**src/core/pt_consts.svh**
```systemverilog
/*
 * Offsets, field positions and reset values of the paired timer block.
 * Assumes byte addresses on a 13-bit Avalon-MM address bus.
 */
// What this block does
// Timer runs only while its enable bit is set.
// Halt-in-idle bit stops the timer during Idle.
// External clock: gate bit ignored and reads zero.
// Internal clock: gate bit switches gated accumulation.
// Prescale field divides by 1,2,4,8,16,32,64,256.
// Pairing bit exists only on even timers.
// Paired: odd timer's control bits have no effect, except its halt-in-idle bit.
// Software clears odd halt bit for idle running.
// Pair uses even registers and pin, odd flag.
// ADC trigger comes only from timer three or the two/three pair.
// Clear, set, invert aliases at plus 4, 8, C.
// Unimplemented control bits read as zero.
// Software avoids access right after disabling.
// Source bit picks pin edges or peripheral clock.
// Pairing bit joins even and odd into 32 bits.
// Count up; match resets to zero, sets flag.
`ifndef PT_CONSTS_SVH
`define PT_CONSTS_SVH

`define PT_OFF_CTRL2      13'h0800
`define PT_OFF_COUNT2     13'h0810
`define PT_OFF_PERIOD2    13'h0820
`define PT_OFF_CTRL3      13'h0a00
`define PT_OFF_COUNT3     13'h0a10
`define PT_OFF_PERIOD3    13'h0a20
`define PT_OFF_CTRL4      13'h0c00
`define PT_OFF_COUNT4     13'h0c10
`define PT_OFF_PERIOD4    13'h0c20
`define PT_OFF_CTRL5      13'h0f00
`define PT_OFF_COUNT5     13'h0e10
`define PT_OFF_PERIOD5    13'h0e20
`define PT_OFF_STATUS     13'h1000
`define PT_OFF_MASK       13'h1010

`define PT_OP_WRITE       2'h0
`define PT_OP_CLEAR       2'h1
`define PT_OP_SET         2'h2
`define PT_OP_INVERT      2'h3

`define PT_BIT_ON         15
`define PT_BIT_HALT_IDLE  13
`define PT_BIT_GATE       7
`define PT_BIT_PS_HI      6
`define PT_BIT_PS_LO      4
`define PT_BIT_PAIR       3
`define PT_BIT_SRC        1

`define PT_CTRL_IMPL_EVEN 16'ha0fa
`define PT_CTRL_IMPL_ODD  16'ha0f2
`define PT_CTRL_RESET     16'h0000
`define PT_COUNT_RESET    16'h0000
`define PT_PERIOD_RESET   16'hffff

`endif

```
**src/core/pt_pkg.sv**
```systemverilog
/*
 * Types of the paired timer block.
 * Assumes four timers of 16 bits each.
 */
package pt_pkg;

	typedef enum logic [1:0]
	{
		PT_KIND_CTRL   = 2'b00,
		PT_KIND_COUNT  = 2'b01,
		PT_KIND_PERIOD = 2'b10,
		PT_KIND_NONE   = 2'b11
	} pt_kind_t;

	typedef struct packed
	{
		logic [3:0][15:0] ctrl;
		logic [3:0][15:0] count;
		logic [3:0][15:0] period;
		logic [3:0][7:0]  pre;
		logic [3:0]       status;
		logic [3:0]       mask;
		logic [3:0]       pinMeta;
		logic [3:0]       pinSync;
		logic [3:0]       pinPrev;
		logic             ack;
		logic [31:0]      rdata;
		logic             adc;
	} pt_state_t;

endpackage : pt_pkg

```
**src/core/pt_timers.sv**
```systemverilog
/*
 * Four 16-bit timers, pairable two and three, four and five, behind Avalon-MM.
 * Assumes idleMode comes from logic on clk, count pins are asynchronous.
 */
`include "pt_consts.svh"

module pt_timers #(
	parameter int CountWidth = 16
) (
	// Clock and reset.
	input  wire logic        clk,
	input  wire logic        rstn,
	// Avalon-MM slave.
	input  wire logic [12:0] avs_address,
	input  wire logic        avs_read,
	input  wire logic        avs_write,
	input  wire logic [31:0] avs_writedata,
	input  wire logic [3:0]  avs_byteenable,
	output      logic [31:0] avs_readdata,
	output      logic        avs_waitrequest,
	// Chip and pins.
	input  wire logic        idleMode,
	input  wire logic [3:0]  extCountPin,
	// Events.
	output      logic        irq,
	output      logic        adcTrigger
);

	if (CountWidth != 16)
	begin : gBadWidth
		$error("pt_timers supports only 16-bit timers.");
	end

	localparam logic [3:0][12:0] CtrlOff   = {`PT_OFF_CTRL5, `PT_OFF_CTRL4,
		`PT_OFF_CTRL3, `PT_OFF_CTRL2};
	localparam logic [3:0][12:0] CountOff  = {`PT_OFF_COUNT5, `PT_OFF_COUNT4,
		`PT_OFF_COUNT3, `PT_OFF_COUNT2};
	localparam logic [3:0][12:0] PeriodOff = {`PT_OFF_PERIOD5, `PT_OFF_PERIOD4,
		`PT_OFF_PERIOD3, `PT_OFF_PERIOD2};

	localparam pt_pkg::pt_state_t ResetState = '{
		ctrl:    {4{`PT_CTRL_RESET}},
		count:   {4{`PT_COUNT_RESET}},
		period:  {4{`PT_PERIOD_RESET}},
		default: '0
	};

	pt_pkg::pt_state_t s_r;
	pt_pkg::pt_state_t s_nxt;

	logic        request;
	logic [3:0]  decoded;
	logic [1:0]  kind;
	logic [1:0]  idx;
	logic [1:0]  aliasOp;
	logic [15:0] laneMask;
	logic [15:0] wrData;
	logic [31:0] rdValue;
	logic [3:0]  presTick;
	logic [3:0]  matchEv;
	logic [3:0]  statusClr;

	// Returns {kind, timer index}; aliases share the base's 16-byte slot.
	function automatic logic [3:0] regDecode(input logic [12:0] a);
		logic [3:0] r;
		r = {pt_pkg::PT_KIND_NONE, 2'h0};
		for (int t = 0; t < 4; t++)
		begin
			if (a[12:4] == CtrlOff[t][12:4])
				r = {pt_pkg::PT_KIND_CTRL, 2'(t)};
			if (a[12:4] == CountOff[t][12:4])
				r = {pt_pkg::PT_KIND_COUNT, 2'(t)};
			if (a[12:4] == PeriodOff[t][12:4])
				r = {pt_pkg::PT_KIND_PERIOD, 2'(t)};
		end
		return r;
	endfunction : regDecode

	// Last prescaler count before a prescaled tick.
	function automatic logic [7:0] presMax(input logic [2:0] sel);
		logic [7:0] m;
		m = 8'h00;
		case (sel)
			3'h0:    m = 8'h00;
			3'h1:    m = 8'h01;
			3'h2:    m = 8'h03;
			3'h3:    m = 8'h07;
			3'h4:    m = 8'h0f;
			3'h5:    m = 8'h1f;
			3'h6:    m = 8'h3f;
			3'h7:    m = 8'hff;
			default: m = 8'h00;
		endcase
		return m;
	endfunction : presMax

	function automatic logic [15:0] applyOp(input logic [15:0] old, input logic [15:0] wd,
		input logic [1:0] op);
		logic [15:0] v;
		v = wd;
		case (op)
			`PT_OP_WRITE:  v = wd;
			`PT_OP_CLEAR:  v = old & ~wd;
			`PT_OP_SET:    v = old | wd;
			`PT_OP_INVERT: v = old ^ wd;
			default:       v = wd;
		endcase
		return v;
	endfunction : applyOp

	// Pairing bit only on even timers.
	function automatic logic [15:0] implMask(input logic odd);
		return odd ? `PT_CTRL_IMPL_ODD : `PT_CTRL_IMPL_EVEN;
	endfunction : implMask

	function automatic logic [15:0] ctrlRead(input logic [15:0] v, input logic odd);
		logic [15:0] r;
		r = v & implMask(odd);
		if (v[`PT_BIT_SRC])
			r[`PT_BIT_GATE] = 1'b0;
		return r;
	endfunction : ctrlRead

	// Status and mask have no aliases, so only their exact word is decoded.
	function automatic logic isWord(input logic [12:0] a, input logic [12:0] off);
		return a[12:2] == off[12:2];
	endfunction : isWord

	assign request         = avs_read | avs_write;
	assign avs_waitrequest = request & ~s_r.ack;
	assign avs_readdata    = s_r.rdata;
	assign adcTrigger      = s_r.adc;
	assign irq             = |(s_r.status & s_r.mask);

	always_comb
	begin
		s_nxt     = s_r;
		decoded   = regDecode(avs_address);
		kind      = decoded[3:2];
		idx       = decoded[1:0];
		aliasOp   = avs_address[3:2];
		laneMask  = {{8{avs_byteenable[1]}}, {8{avs_byteenable[0]}}};
		wrData    = avs_writedata[15:0];
		rdValue   = 32'h0000_0000;
		presTick  = 4'h0;
		matchEv   = 4'h0;
		statusClr = 4'h0;

		// The first stage feeds only the second; edges are seen after both.
		s_nxt.pinMeta = extCountPin;
		s_nxt.pinSync = s_r.pinMeta;
		s_nxt.pinPrev = s_r.pinSync;
		s_nxt.adc     = 1'b0;

		// Prescalers; a paired odd timer takes all but its halt-in-idle bit from its even partner.
		for (int i = 0; i < 4; i++)
		begin
			logic       paired;
			logic       odd;
			logic [1:0] g;
			logic       on;
			logic       src;
			logic       gate;
			logic       halt;
			logic       base;
			base   = 1'b0;
			paired = s_r.ctrl[i & 2][`PT_BIT_PAIR];
			odd    = (i % 2) == 1;
			g      = (paired ? 2'(i & 2) : 2'(i));
			on     = s_r.ctrl[g][`PT_BIT_ON];
			src    = s_r.ctrl[g][`PT_BIT_SRC];
			gate   = s_r.ctrl[g][`PT_BIT_GATE] & ~src;
			// A pair also stops in Idle while the odd halt bit is set.
			halt   = idleMode & (s_r.ctrl[g][`PT_BIT_HALT_IDLE] |
				(paired & s_r.ctrl[(i & 2) + 1][`PT_BIT_HALT_IDLE]));
			if (src)
				base = s_r.pinSync[g] & ~s_r.pinPrev[g];
			else if (gate)
				base = s_r.pinSync[g];
			else
				base = 1'b1;
			if ((paired && odd) || !on)
				s_nxt.pre[i] = 8'h00;
			else if (!halt && base)
			begin
				if (s_r.pre[i] >= presMax(s_r.ctrl[g][`PT_BIT_PS_HI:`PT_BIT_PS_LO]))
				begin
					s_nxt.pre[i] = 8'h00;
					presTick[i]  = 1'b1;
				end
				else
					s_nxt.pre[i] = s_r.pre[i] + 8'h01;
			end
		end

		// Counters, per pair.
		for (int p = 0; p < 2; p++)
		begin
			int e;
			int o;
			e = 2 * p;
			o = e + 1;
			if (s_r.ctrl[e][`PT_BIT_PAIR])
			begin
				if (presTick[e])
				begin
					if ({s_r.count[o], s_r.count[e]} == {s_r.period[o], s_r.period[e]})
					begin
						s_nxt.count[o] = 16'h0000;
						s_nxt.count[e] = 16'h0000;
						matchEv[o]     = 1'b1;
					end
					else
						{s_nxt.count[o], s_nxt.count[e]} =
							{s_r.count[o], s_r.count[e]} + 32'h0000_0001;
				end
			end
			else
			begin
				for (int j = e; j <= o; j++)
				begin
					if (presTick[j])
					begin
						if (s_r.count[j] == s_r.period[j])
						begin
							s_nxt.count[j] = 16'h0000;
							matchEv[j]     = 1'b1;
						end
						else
							s_nxt.count[j] = s_r.count[j] + 16'h0001;
					end
				end
			end
		end

		// Timer three's flag is also the pair's flag, so one tap serves both modes.
		s_nxt.adc = matchEv[1];

		// Read path: data is captured on the wait cycle and stands on the answer.
		case (kind)
			pt_pkg::PT_KIND_CTRL:   rdValue = {16'h0000, ctrlRead(s_r.ctrl[idx], idx[0])};
			pt_pkg::PT_KIND_COUNT:  rdValue = {16'h0000, s_r.count[idx]};
			pt_pkg::PT_KIND_PERIOD: rdValue = {16'h0000, s_r.period[idx]};
			default:
			begin
				if (isWord(avs_address, `PT_OFF_STATUS))
					rdValue = {28'h0000000, s_r.status};
				else if (isWord(avs_address, `PT_OFF_MASK))
					rdValue = {28'h0000000, s_r.mask};
				else
					rdValue = 32'h0000_0000;
			end
		endcase
		s_nxt.ack = request & ~s_r.ack;
		if (avs_read && !s_r.ack)
			s_nxt.rdata = rdValue;

		// Writes land on the answer cycle and override counting in that cycle.
		if (avs_write && s_r.ack)
		begin
			case (kind)
				pt_pkg::PT_KIND_CTRL:
					s_nxt.ctrl[idx] = ((s_r.ctrl[idx] & ~laneMask) |
						(applyOp(s_r.ctrl[idx], wrData, aliasOp) & laneMask)) &
						implMask(idx[0]);
				pt_pkg::PT_KIND_COUNT:
					s_nxt.count[idx] = (s_r.count[idx] & ~laneMask) |
						(applyOp(s_r.count[idx], wrData, aliasOp) & laneMask);
				pt_pkg::PT_KIND_PERIOD:
					s_nxt.period[idx] = (s_r.period[idx] & ~laneMask) |
						(applyOp(s_r.period[idx], wrData, aliasOp) & laneMask);
				default:
				begin
					if (isWord(avs_address, `PT_OFF_STATUS) && avs_byteenable[0])
						statusClr = avs_writedata[3:0];
					else if (isWord(avs_address, `PT_OFF_MASK) && avs_byteenable[0])
						s_nxt.mask = avs_writedata[3:0];
				end
			endcase
		end

		// A match in the clearing cycle survives the clear.
		s_nxt.status = (s_r.status & ~statusClr) | matchEv;
	end

	always_ff @(posedge clk)
	begin
		if (!rstn)
			s_r <= ResetState;
		else
			s_r <= s_nxt;
	end

endmodule : pt_timers

```
**config.mk**
```make
export PLATFORM = sky130hd
export DESIGN_NAME = pt_timers
export DESIGN_NICKNAME = d
export VERILOG_FILES = /design/src/core/pt_pkg.sv /design/src/core/pt_timers.sv
export VERILOG_INCLUDE_DIRS = /design/src /design/src/core
export SDC_FILE = /design/constraint.sdc
export NUM_CORES = 1
export LEC_CHECK = 0
export BUFFER_PORTS_ARGS = -buffer_cell sky130_fd_sc_hd__buf_2
export CORE_AREA = 2 2 198 200
export CTS_BUF_LIST = sky130_fd_sc_hd__clkbuf_4 sky130_fd_sc_hd__clkbuf_8
export CTS_CLUSTER_DIAMETER = 40
export DETAILED_ROUTE_END_ITERATION = 6
export DIE_AREA = 0 0 200 202
export GPL_TIMING_DRIVEN = 0
export PLACE_DENSITY = 0.67
export SLEW_MARGIN = 30
export SYNTH_ARGS = -nofsm -noshare
export SYNTH_HDL_FRONTEND = slang
export SYNTH_SLANG_ARGS = --single-unit
```
**constraint.sdc**
```tcl
create_clock -name clk -period 10.1 [get_ports clk]
set_clock_uncertainty 0.05 [all_clocks]
set_input_delay 1.01 -clock clk [delete_from_list [all_inputs] [get_ports clk]]
set_output_delay 1.01 -clock clk [all_outputs]
set_load 0.01 [all_outputs]
```
# Word level (Yosys, flattened, before mapping)
# Memory sizes are Yosys's and may differ from the RTL's. A register that Yosys moved wholly into a read port is not among the register bits.
# Cells that the tools add are included.
# W data, S select, Z words.
[totals] mem_bits_rw=0 latchBits=0 n_memories=4 out_inout_bits=35 reg_bits=278 mem_bits_ro=256
[mem_list] memory="(no name shown)" depth=8 width=8 rd=1 rd_ports_with_merged_regs=1 wr=0 line="pt_timers.sv:83" source="case (sel)"
[mem_list] memory="(no name shown)" depth=8 width=8 rd=1 rd_ports_with_merged_regs=0 wr=0 line="pt_timers.sv:83"
[mem_list] memory="(no name shown)" depth=8 width=8 rd=1 rd_ports_with_merged_regs=1 wr=0 line="pt_timers.sv:83"
[mem_list] memory="(no name shown)" depth=8 width=8 rd=1 rd_ports_with_merged_regs=0 wr=0 line="pt_timers.sv:83"
[op_classes] bitwise_logic=58 n_mux=123 n_div=0 multipliers=0 n_lt_le_gt_ge=8 addsub=10 n_eq_ne=25 shift=0 n_reduce_logical=29
[ops] operator="$mux W16" count=20
[ops] operator="$bwmux W64" count=3
[ops] operator="$mux W32" count=6
[ops] operator="$pmux W16 S4" count=3
[ops] operator="$and A16 B16 Y16" count=11
[ops] operator="$bmux W16 S2" count=5
[ops] operator="$mux W128" count=1
[ops] operator="$mux W64" count=2
[ops] operator="$eq A9 B8 Y1 const B" count=12
[ops] operator="$mux W8" count=12
[ops] operator="$or A16 B16 Y16" count=6
[ops] operator="$mux W4" count=18
[ops] operator="$add A16 B1 Y16 const B" count=4
[ops] operator="$add A32 B1 Y32 const B" count=2
[ops] operator="$eq A16 B16 Y1" count=4
[ops] operator="$eq A32 B32 Y1" count=2
[ops] operator="$pmux W16 S3" count=1
[ops] operator="$xor A16 B16 Y16" count=3
[ops] operator="$mux W1" count=43
[ops] operator="$add A8 B1 Y8 const B" count=4
[ops] operator="$demux W16 S2" count=1
[ops] operator="$ge A8 B8 Y1" count=4
[ops] operator="$not A16 Y16" count=2
[ops] operator="$eq A11 B11 Y1 const B" count=2
[ops] operator="other kinds (22)" count=82

# Depth between registers and ports, before layout
# Gate-level depths: netlist of the first run.
[depth] word_depth=25 mapped_depth=17

# Worst setup path after synthesis of the first run
# No wires, ideal clock.
[synth_path] path_type="input to register" start="input port avs_address[12]" end="register s_r[105] (netlist bit)" path_buffers=3 stages=13 path_slack_ps=6074 t_arrival_ps=3847 cell_sequence="or4b_1 -> buf_2 -> a2111oi_2 -> buf_2 -> buf_2 -> a222oi_1 -> nand2_1 -> inv_1 -> ha_1 -> mux4_2 -> mux2_2 -> mux2i_1 -> nand2_1"
[synth_via] elab_chain_len=21 word_cells_on_any_way=43 cone_classes="order compare (2); eq/ne (13); mux (20); bitwise (6); reduce/logical (2)"
[synth_rtl] item="from (decl)" line="pt_timers.sv:14" source="input wire logic [12:0] avs_address,"
[synth_rtl] item="$eq A9 B8 Y1" line="pt_timers.sv:71" source="if (a[12:4] == CountOff[t][12:4])"
[synth_rtl] item="$mux W4" line="pt_timers.sv:71"
[synth_rtl] item="$mux W4" line="pt_timers.sv:73" source="if (a[12:4] == PeriodOff[t][12:4])"
[synth_rtl] item="$mux W4" line="pt_timers.sv:69" source="if (a[12:4] == CtrlOff[t][12:4])"
[synth_rtl] item="$mux W4" line="pt_timers.sv:71"
[synth_rtl] item="$mux W4" line="pt_timers.sv:73"
[synth_rtl] item="$mux W4" line="pt_timers.sv:69"
[synth_rtl] item="$mux W4" line="pt_timers.sv:71"
[synth_rtl] item="[... 5 more ...]"
[synth_rtl] item="$mux W16 (not written as such)" line="pt_timers.sv:270, pt_timers.sv:271"
[synth_rtl] item="$xor A16 B16 Y16, or another cell as far along" line="pt_timers.sv:105" source="`PT_OP_INVERT: v = old ^ wd;"
[synth_rtl] item="$pmux W16 S4" line="pt_timers.sv:101" source="case (op)"
[synth_rtl] item="$mux W16" line="pt_timers.sv:261" source="case (kind)"
[synth_rtl] item="$mux W16" line="pt_timers.sv:259" source="if (avs_write && s_r.ack)"
[synth_rtl] item="$and A16 B16 Y16" line="pt_timers.sv:271" source="(applyOp(s_r.period[idx], wrData, aliasOp) & laneMask);"
[synth_rtl] item="$or A16 B16 Y16" line="pt_timers.sv:270" source="s_nxt.period[idx] = (s_r.period[idx] & ~laneMask) |"
[synth_rtl] item="$bwmux W64" line="pt_timers.sv:270"
[synth_rtl] item="to (signal assigned)" line="pt_timers.sv:289" source="s_r <= ResetState;"
[synth_rtl] item="to (signal assigned)" line="pt_timers.sv:291" source="s_r <= s_nxt;"
[synth_rtl] item="to (decl)" line="pt_timers.sv:48" source="pt_pkg::pt_state_t s_r;"
# Mark *: on every way between the ends. The rest lies on a longest branch, timed or not. The select of a mux whose other input is x is not followed.
# A chain may end at the register's enable or synchronous reset.

# Worst setup path after layout of the first run
[layout_path] start="input port avs_address[8]" end="register s_r[247] (netlist bit)"
[layout_via] elab_chain_len=22 word_cells_on_any_way=44 cone_classes="order compare (2); eq/ne (12); mux (20); bitwise (7); reduce/logical (3)"
[layout_rtl] item="$eq A9 B8 Y1" line="pt_timers.sv:71"
[layout_rtl] item="$mux W4" line="pt_timers.sv:71"
[layout_rtl] item="$mux W4" line="pt_timers.sv:73"
[layout_rtl] item="$mux W4" line="pt_timers.sv:69"
[layout_rtl] item="$mux W4" line="pt_timers.sv:71"
[layout_rtl] item="$mux W4" line="pt_timers.sv:73"
[layout_rtl] item="$mux W4" line="pt_timers.sv:69"
[layout_rtl] item="$mux W4" line="pt_timers.sv:71"
[layout_rtl] item="[... 6 more ...]"
[layout_rtl] item="$xor A16 B16 Y16, or another cell as far along" line="pt_timers.sv:105"
[layout_rtl] item="$pmux W16 S4" line="pt_timers.sv:101"
[layout_rtl] item="$mux W16" line="pt_timers.sv:261"
[layout_rtl] item="$mux W16" line="pt_timers.sv:259"
[layout_rtl] item="$and A16 B16 Y16" line="pt_timers.sv:264" source="(applyOp(s_r.ctrl[idx], wrData, aliasOp) & laneMask)) &"
[layout_rtl] item="$or A16 B16 Y16" line="pt_timers.sv:263" source="s_nxt.ctrl[idx] = ((s_r.ctrl[idx] & ~laneMask) |"
[layout_rtl] item="$and A16 B16 Y16" line="pt_timers.sv:264"
[layout_rtl] item="$bwmux W64" line="pt_timers.sv:263"
# Marked as above.

==> results_dict.tcl, run 1 <==
set metrics [dict create \
    period_share_pct 53.7 \
    portBuffers 51 \
    vias 18500 \
    violations "DRC" \
    hp-class "reg -> reg" \
    tightest_slew_ps 1130 \
    synth.area.top_cells "dfxtp_1 (29%), ha_1 (7.8%), nand2_1 (6.3%)" \
    reg2reg_slack_ps 5170 \
    cts_max_level 2 \
    switchingPower_mw 0.697 \
    grt_pass1_wl_um 109000 \
    dpl.hpwl_um 57400 \
    postCtsSetupBuffers 0 \
    cts_buffers 53 \
    wl_per_cell_um 26.1 \
    synth_top_area_share_pct 28.8 \
    grt-ovfl-total 0 \
    synth_top_family_by_area "compound AO/OA/AOI/OAI gates" \
    area_growth_pct 13.9 \
    initial_core_util_pct 44.3 \
    yosys_warnings 0 \
    hold_depth 1 \
    ys_types 92 \
    drv_cap 0 \
    drive_gt1_share_pct 10.6 \
    power_leakage_nw 7.63 \
    cp_max_fo 10 \
    place_inst 2763 \
    cts_root_buf "clkbuf_8" \
    netlist_instances 2179 \
    hold_buffers 0 \
    required_ps 10660 \
    routed_wl_um 74800 \
    first_iter_violations 2551 \
    clk_latency_ps 690 \
    layout.cells.non_filler 2865 \
    place.gp.congestion 1.09 \
    cts_tree "built" \
    path_clk_slew_ps 70 \
    p_seq_share_pct 38.2 \
    reg2regPathDepth 14 \
    first_pass_iters 7 \
    slew-limit-headroom_pct 25.0 \
    synth.most_common_cell "nand2_1" \
    finalMaxSlewViolations 0 \
    arrival_ps 5990 \
    synth_ff_type "dfxtp_1" \
    finalSetupViolations 0 \
    r2r-end "s_r[203]" \
    post_cts_resized 0 \
    period_needed_ps 5430 \
    finalHoldViolCount 0 \
    synth_commonest_cells "nand2_1 (285), dfxtp_1 (244), nor2_1 (143)" \
    synth_area_um2 16900 \
    rows 72 \
    first_global_vias 17000 \
    die_width_um 200 \
    ys_ff_latch 244 \
    switching_share_pct 27.3 \
    coreArea_um2 38300 \
    synth_xor_area_share_pct 5.12 \
    synth_edf_count 0 \
    ys_seq_area_share_pct 28.8 \
    nets 2463 \
    cts_sinks 244 \
    path_class "in -> reg" \
    reg2reg_from "s_r[249]" \
    vdd_ir_drop_max_v 0.0000905 \
    io_pins 93 \
    min-delay-start "s_nxt[38]" \
    viasPerCell 6.44 \
    antenna_found_initial 1 \
    die_h_um 202 \
    syn_area_per_cell_um2 7.78 \
    synth_adder_area_share_pct 7.75 \
    yosys-mux-area-fraction_pct 3.54 \
    endpoint_kind "flop" \
    cell_internal_pwr_mw 1.85 \
    status "finished with violations" \
    track_usage_pct 36.6 \
    cts_buffer_depth 3 \
    drc 9 \
    rsz0062_at_grt "false" \
    clkPwrFrac_pct 53.1 \
    cp-start-kind "primary input" \
    postRouteAntennaNets 0 \
    yosys.area_share.simple_pct 21.9 \
    hold_end "s_nxt[34]" \
    async_flop_share_pct 0 \
    synth_compound_area_share_pct 25.7 \
    p_comb_share_pct 8.8 \
    setup_tns_ps 0 \
    die_area_um2 40400 \
    yosys.area.top_type "dfxtp_1" \
    grt_start_max_net_pins 17 \
    powerDensity_nw_per_um2 132 \
    fmax_mhz 184 \
]
==> state kept, by name, summed over array words and instances (netlist names), named ones only <==
register      count
adcTrigger        1
s_r             205
avs_readdata     16
s_nxt             8
==> power groups by stage <==
stage / Clock, mW / Sequential (mW) / Combinational (mW)
2_1_floorplan: 0 / 0.992 / 0.121
3_3_place_gp: 0 / 0.993 / 0.208
3_5_place_dp: 0 / 0.993 / 0.212
4_1_cts: 1.36 / 0.973 / 0.213
5_1_grt: 1.41 / 0.973 / 0.232
6_report: 1.35 / 0.973 / 0.223
==> cell type report <==
| type | count | area, µm² |
|---|---|---|
| well taps | 518 | 648 |
| flip-flops and latches | 244 | 4880 |
| repair buffers | 51 | 255 |
| fillers | 3783 | 19000 |
| plain buffers | 183 | 846 |
| inverters | 101 | 379 |
| diodes | 4 | 10.0 |
| clock buffers | 71 | 933 |
| clock inverters | 27 | 390 |
| multi-input cells | 1666 | 11000 |
==> placed cells by master, fill, tap and decap left out, drive strengths merged, types with 101 or more instances in the layout <==
cell and instances:
o21ai 124, nor2 143, inv 102, clkbuf 200, ha 105, a21oi 110, buf 105, o211ai 101
nand2 285, dfxtp 244
==> per-layer routing <==
| layer | vias up | global-route usage (%) | share of wire, % |
|---|---|---|---|
| li1 | 8234 | - | - |
| met1 | 8812 | 46.7 | 39 |
| met2 | 1124 | 54.3 | 42 |
| met3 | 284 | 9.26 | 11 |
| met4 | 2 | 24.5 | 7.7 |
| met5 | - | 0 | 0.019 |
==> per-stage QoR <==
| step | setup slack, ps | cell area (µm²) | power, mW | hold WS (ps) | util, % |
|---|---|---|---|---|---|
| 2_1_floorplan | 6070 | 17000 | 1.11 | 362 | - |
| 3_3_place_gp | 4220 | 17900 | 1.20 | 373 | 46.8 |
| 3_5_place_dp | 4070 | 17900 | 1.21 | 381 | 46.9 |
| 4_1_cts | 4790 | 19300 | 2.55 | 401 | 50.3 |
| 5_1_grt | 4640 | 19300 | 2.62 | 421 | 50.4 |
| 6_report | 4670 | 19300 | 2.55 | 394 | 50.4 |
==> cell families after synthesis <==
kind of cell	count (synthesis)
flip-flops	244
AND/OR/NAND/NOR	774
other	1
multiplexers	55
adder cells (fa/ha/maj)	105
buffers and inverters	284
XOR/XNOR	99
AO/OA/AOI/OAI	617
==> how the worst max path moves through the flow <==
stage / startpoint / end / cells past startpoint
floorplan: avs_address[12] / s_r[105] / 13
global placement: avs_address[8] / s_r[247] / 15
detailed placement: avs_address[8] / s_r[247] / 15
CTS: avs_address[8] / s_r[247] / 15
global route: avs_address[8] / s_r[247] / 15
finish: avs_address[8] / s_r[247] / 15
==> critical path: stages <==
cell	delay, ps
buf_2	130
clkbuf_1	240
nor3b_1	750
buf_2	350
buf_2	270
buf_1	410
nand3_1	310
o22a_1	310
o221ai_2	220
inv_1	110
ha_1	280
mux4_2	470
mux2i_1	810
nand2_1	120
a21oi_1	150
Note: power is estimated with default switching activity, not from simulation.
==> run 2, diff against run 1 <==
--- a/config.mk
+++ b/config.mk
@@ -6,14 +6,15 @@
 export SDC_FILE = /design/constraint.sdc
 export NUM_CORES = 1
 export LEC_CHECK = 0
+export ABC_AREA = 1
 export BUFFER_PORTS_ARGS = -buffer_cell sky130_fd_sc_hd__buf_2
-export CORE_AREA = 2 2 198 200
+export CORE_AREA = 2 2 204 206
 export CTS_BUF_LIST = sky130_fd_sc_hd__clkbuf_4 sky130_fd_sc_hd__clkbuf_8
 export CTS_CLUSTER_DIAMETER = 40
 export DETAILED_ROUTE_END_ITERATION = 6
-export DIE_AREA = 0 0 200 202
+export DIE_AREA = 0 0 206 208
 export GPL_TIMING_DRIVEN = 0
-export PLACE_DENSITY = 0.67
+export PLACE_DENSITY = 0.7
 export SLEW_MARGIN = 30
 export SYNTH_ARGS = -nofsm -noshare
 export SYNTH_HDL_FRONTEND = slang
==> constraint.sdc (replaced) <==
create_clock -name clk -period 4.5 [get_ports clk]
set_clock_uncertainty 0.05 [all_clocks]
set_input_delay 0.45 -clock clk [delete_from_list [all_inputs] [get_ports clk]]
set_output_delay 0.45 -clock clk [all_outputs]
set_load 0.01 [all_outputs]
==> results_dict.tcl, run 2 <==
set metrics [dict create \
    cpMostUsedCell "nand2_1" \
    place_inst 3426 \
    cts_max_level 2 \
    status "complete, no violations" \
    reg2reg_from "s_r[217]" \
    crit_path_start "s_r[217]" \
    tightest_slew_ps 1190 \
    postRouteAntennaNets 0 \
    power_mw 5.72 \
    ys_ff_latch 244 \
    synth_ff_type "dfxtp_1" \
    diodes 0 \
    postCtsSetupBuffers 0 \
    place.gp.congestion 1.01 \
    drc 0 \
    grt-ovfl-total 0 \
    yosys_warnings 0 \
    wl_per_cell_um 21.6 \
    coreArea_um2 40600 \
    cts_buffers 54 \
    yosys.area.top_type "dfxtp_1" \
    required_ps 4990 \
    io_pins 93 \
    path_class "reg -> reg" \
    portBuffers 56 \
    vdd_ir_drop_max_v 0.000219 \
    synth.area.top_cells "dfxtp_1 (27%), nand2_1 (16%), ha_1 (7.2%)" \
    viasPerCell 5.72 \
    rsz0062_at_grt "false" \
    first_iter_violations 2271 \
    drive_gt1_share_pct 10.6 \
    ys_seq_area_share_pct 27.0 \
    netlist_instances 2823 \
    cp_max_fo 10 \
    routed_wl_um 76100 \
    final_common_cell "nand2_1" \
    cts_root_buf "clkbuf_8" \
    synth_top_area_share_pct 27.0 \
    die_area_um2 42800 \
    fmax_mhz 243 \
    ys_types 53 \
    endpoint_kind "flop" \
    cts_tree "built" \
    nets 3117 \
    layout.cells.non_filler 3530 \
    slew-limit-headroom_pct 19.8 \
    min-delay-start "avs_read" \
    drv_cap 0 \
    async_flop_share_pct 0 \
    initial_core_util_pct 44.7 \
    path_clk_slew_ps 70 \
    die_width_um 206 \
    synth_edf_count 0 \
    slowest_delay_ps 460 \
    finalSetupViolations 0 \
    cts_sinks 244 \
    clk_latency_ps 660 \
    die_h_um 208 \
    synth_commonest_cells "nand2_1 (774), inv_1 (292), nor2_1 (292)" \
    synth_area_um2 18100 \
    area_growth_pct 13.5 \
    final_core_util_pct 50.7 \
    powerDensity_nw_per_um2 278 \
    first_pass_iters 6 \
    finalHoldViolCount 0 \
    period_share_pct 91.3 \
    first_global_vias 18400 \
    largest_register_ffs 205 \
    rows 74 \
    track_usage_pct 34.7 \
    grt_pass1_wl_um 111000 \
    vias 20200 \
    cp-start-kind "flop" \
    period_needed_ps 4110 \
    crit_chain "buf_4, clkbuf_2, nand2_1, o21ai_0, nand2_1, ha_1, nand2_1, nor2_1, nand4_1, o2111ai_1, nand3_1, inv_2, buf_2, nand3_1, nand3_1, nand2_1, a21oi_1, nor2_1" \
    crit_slowest_cell "nand3_1" \
    top_register "s_r" \
    arrival_ps 4590 \
    synth.most_common_cell "nand2_1" \
    fillCellCount 4270 \
    hp-class "in -> reg" \
    syn_area_per_cell_um2 6.42 \
    finalMaxSlewViolations 0 \
    power_leakage_nw 9.42 \
    antenna_found_initial 0 \
    layout_common_cells "nand2_1 (774), nor2_1 (292), inv_1 (292)" \
    dpl.hpwl_um 58000 \
    grt_start_max_net_pins 16 \
    cts_buffer_depth 3 \
]
[run 2: metal layers]
metal	up-vias	wire, µm	global-route usage [%]
met5	-	0	0
met4	0	5700	22.9
met1	9389	31300	46.1
met3	268	7860	7.55
li1	9459	-	-
met2	1076	31300	50.0
[run 2: cell type report]
cell class	instances	area [µm²]	area share, %
multi-input combinational	2127	11300	55.0
inverter	306	1150	5.59
tap	532	666	3.24
timing repair buffer	60	320	1.56
clock inverter	25	392	1.90
clock buffer	75	976	4.75
sequential	244	4880	23.8
buffer	161	858	4.18
[run 2: worst paths after layout]
| check | end | slack, ps | depth (start not counted) |
|---|---|---|---|
| setup / recovery | s_r[174] | 390 | 18 |
| hold / removal | s_r[33] | 40 | 3 |
| hold reg to reg | s_nxt[36] | 360 | 2 |
| setup reg to reg | s_r[174] | 390 | 18 |
[run 2: repair_timing]
action / in CTS / in global routing
endpoints found under the hold margin: 4 / 0
hold buffers: 4 / 0
endpoints found under the setup margin: 0 / 11
gates resized for setup: 0 / 2
[run 2: power by group]
group,internal (mW),switching (mW),total (mW)
Combinational,0.105,0.334,0.439
Clock,1.94,1.17,3.10
Sequential,2.17,0.00491,2.17
Total,4.21,1.51,5.72
[run 2: logic make-up (layout without fill, tap and decap cells)]
kind of cell	count (synthesis)	in the layout	synth area share, %
and+or+nand+nor	1362	1362	31.7
muxes	2	2	0.110
adders and majority gates	105	105	7.25
buffers and inverters	467	627	11.1
DFF	244	244	27.0
AOI/OAI and AO/OA	518	518	16.9
other	1	16	0.0207
xor gates and xnor gates	124	124	5.99
[run 2: stage by stage]
stage / instance area, µm² / hold slack, ps / TNS [ps] / worst slack [ps]
floorplan: 18200 / 340 / 0 / 1710
global placement: 19100 / 346 / -175 / -47.6
detailed placement: 19100 / 349 / 0 / 224
CTS: 20600 / 3.08 / 0 / 182
global route: 20600 / 55.6 / 0 / 87.6
finish: 20600 / 38.2 / 0 / 391
[run 2: critical path: cells and delay by family, from the launching register on]
kind                       cells  cell delay, ps
AOI/OAI and AO/OA              3             620
DFF                            1             310
and+or+nand+nor               10            1390
buffers and inverters          4            1280
adders and majority gates      1             350
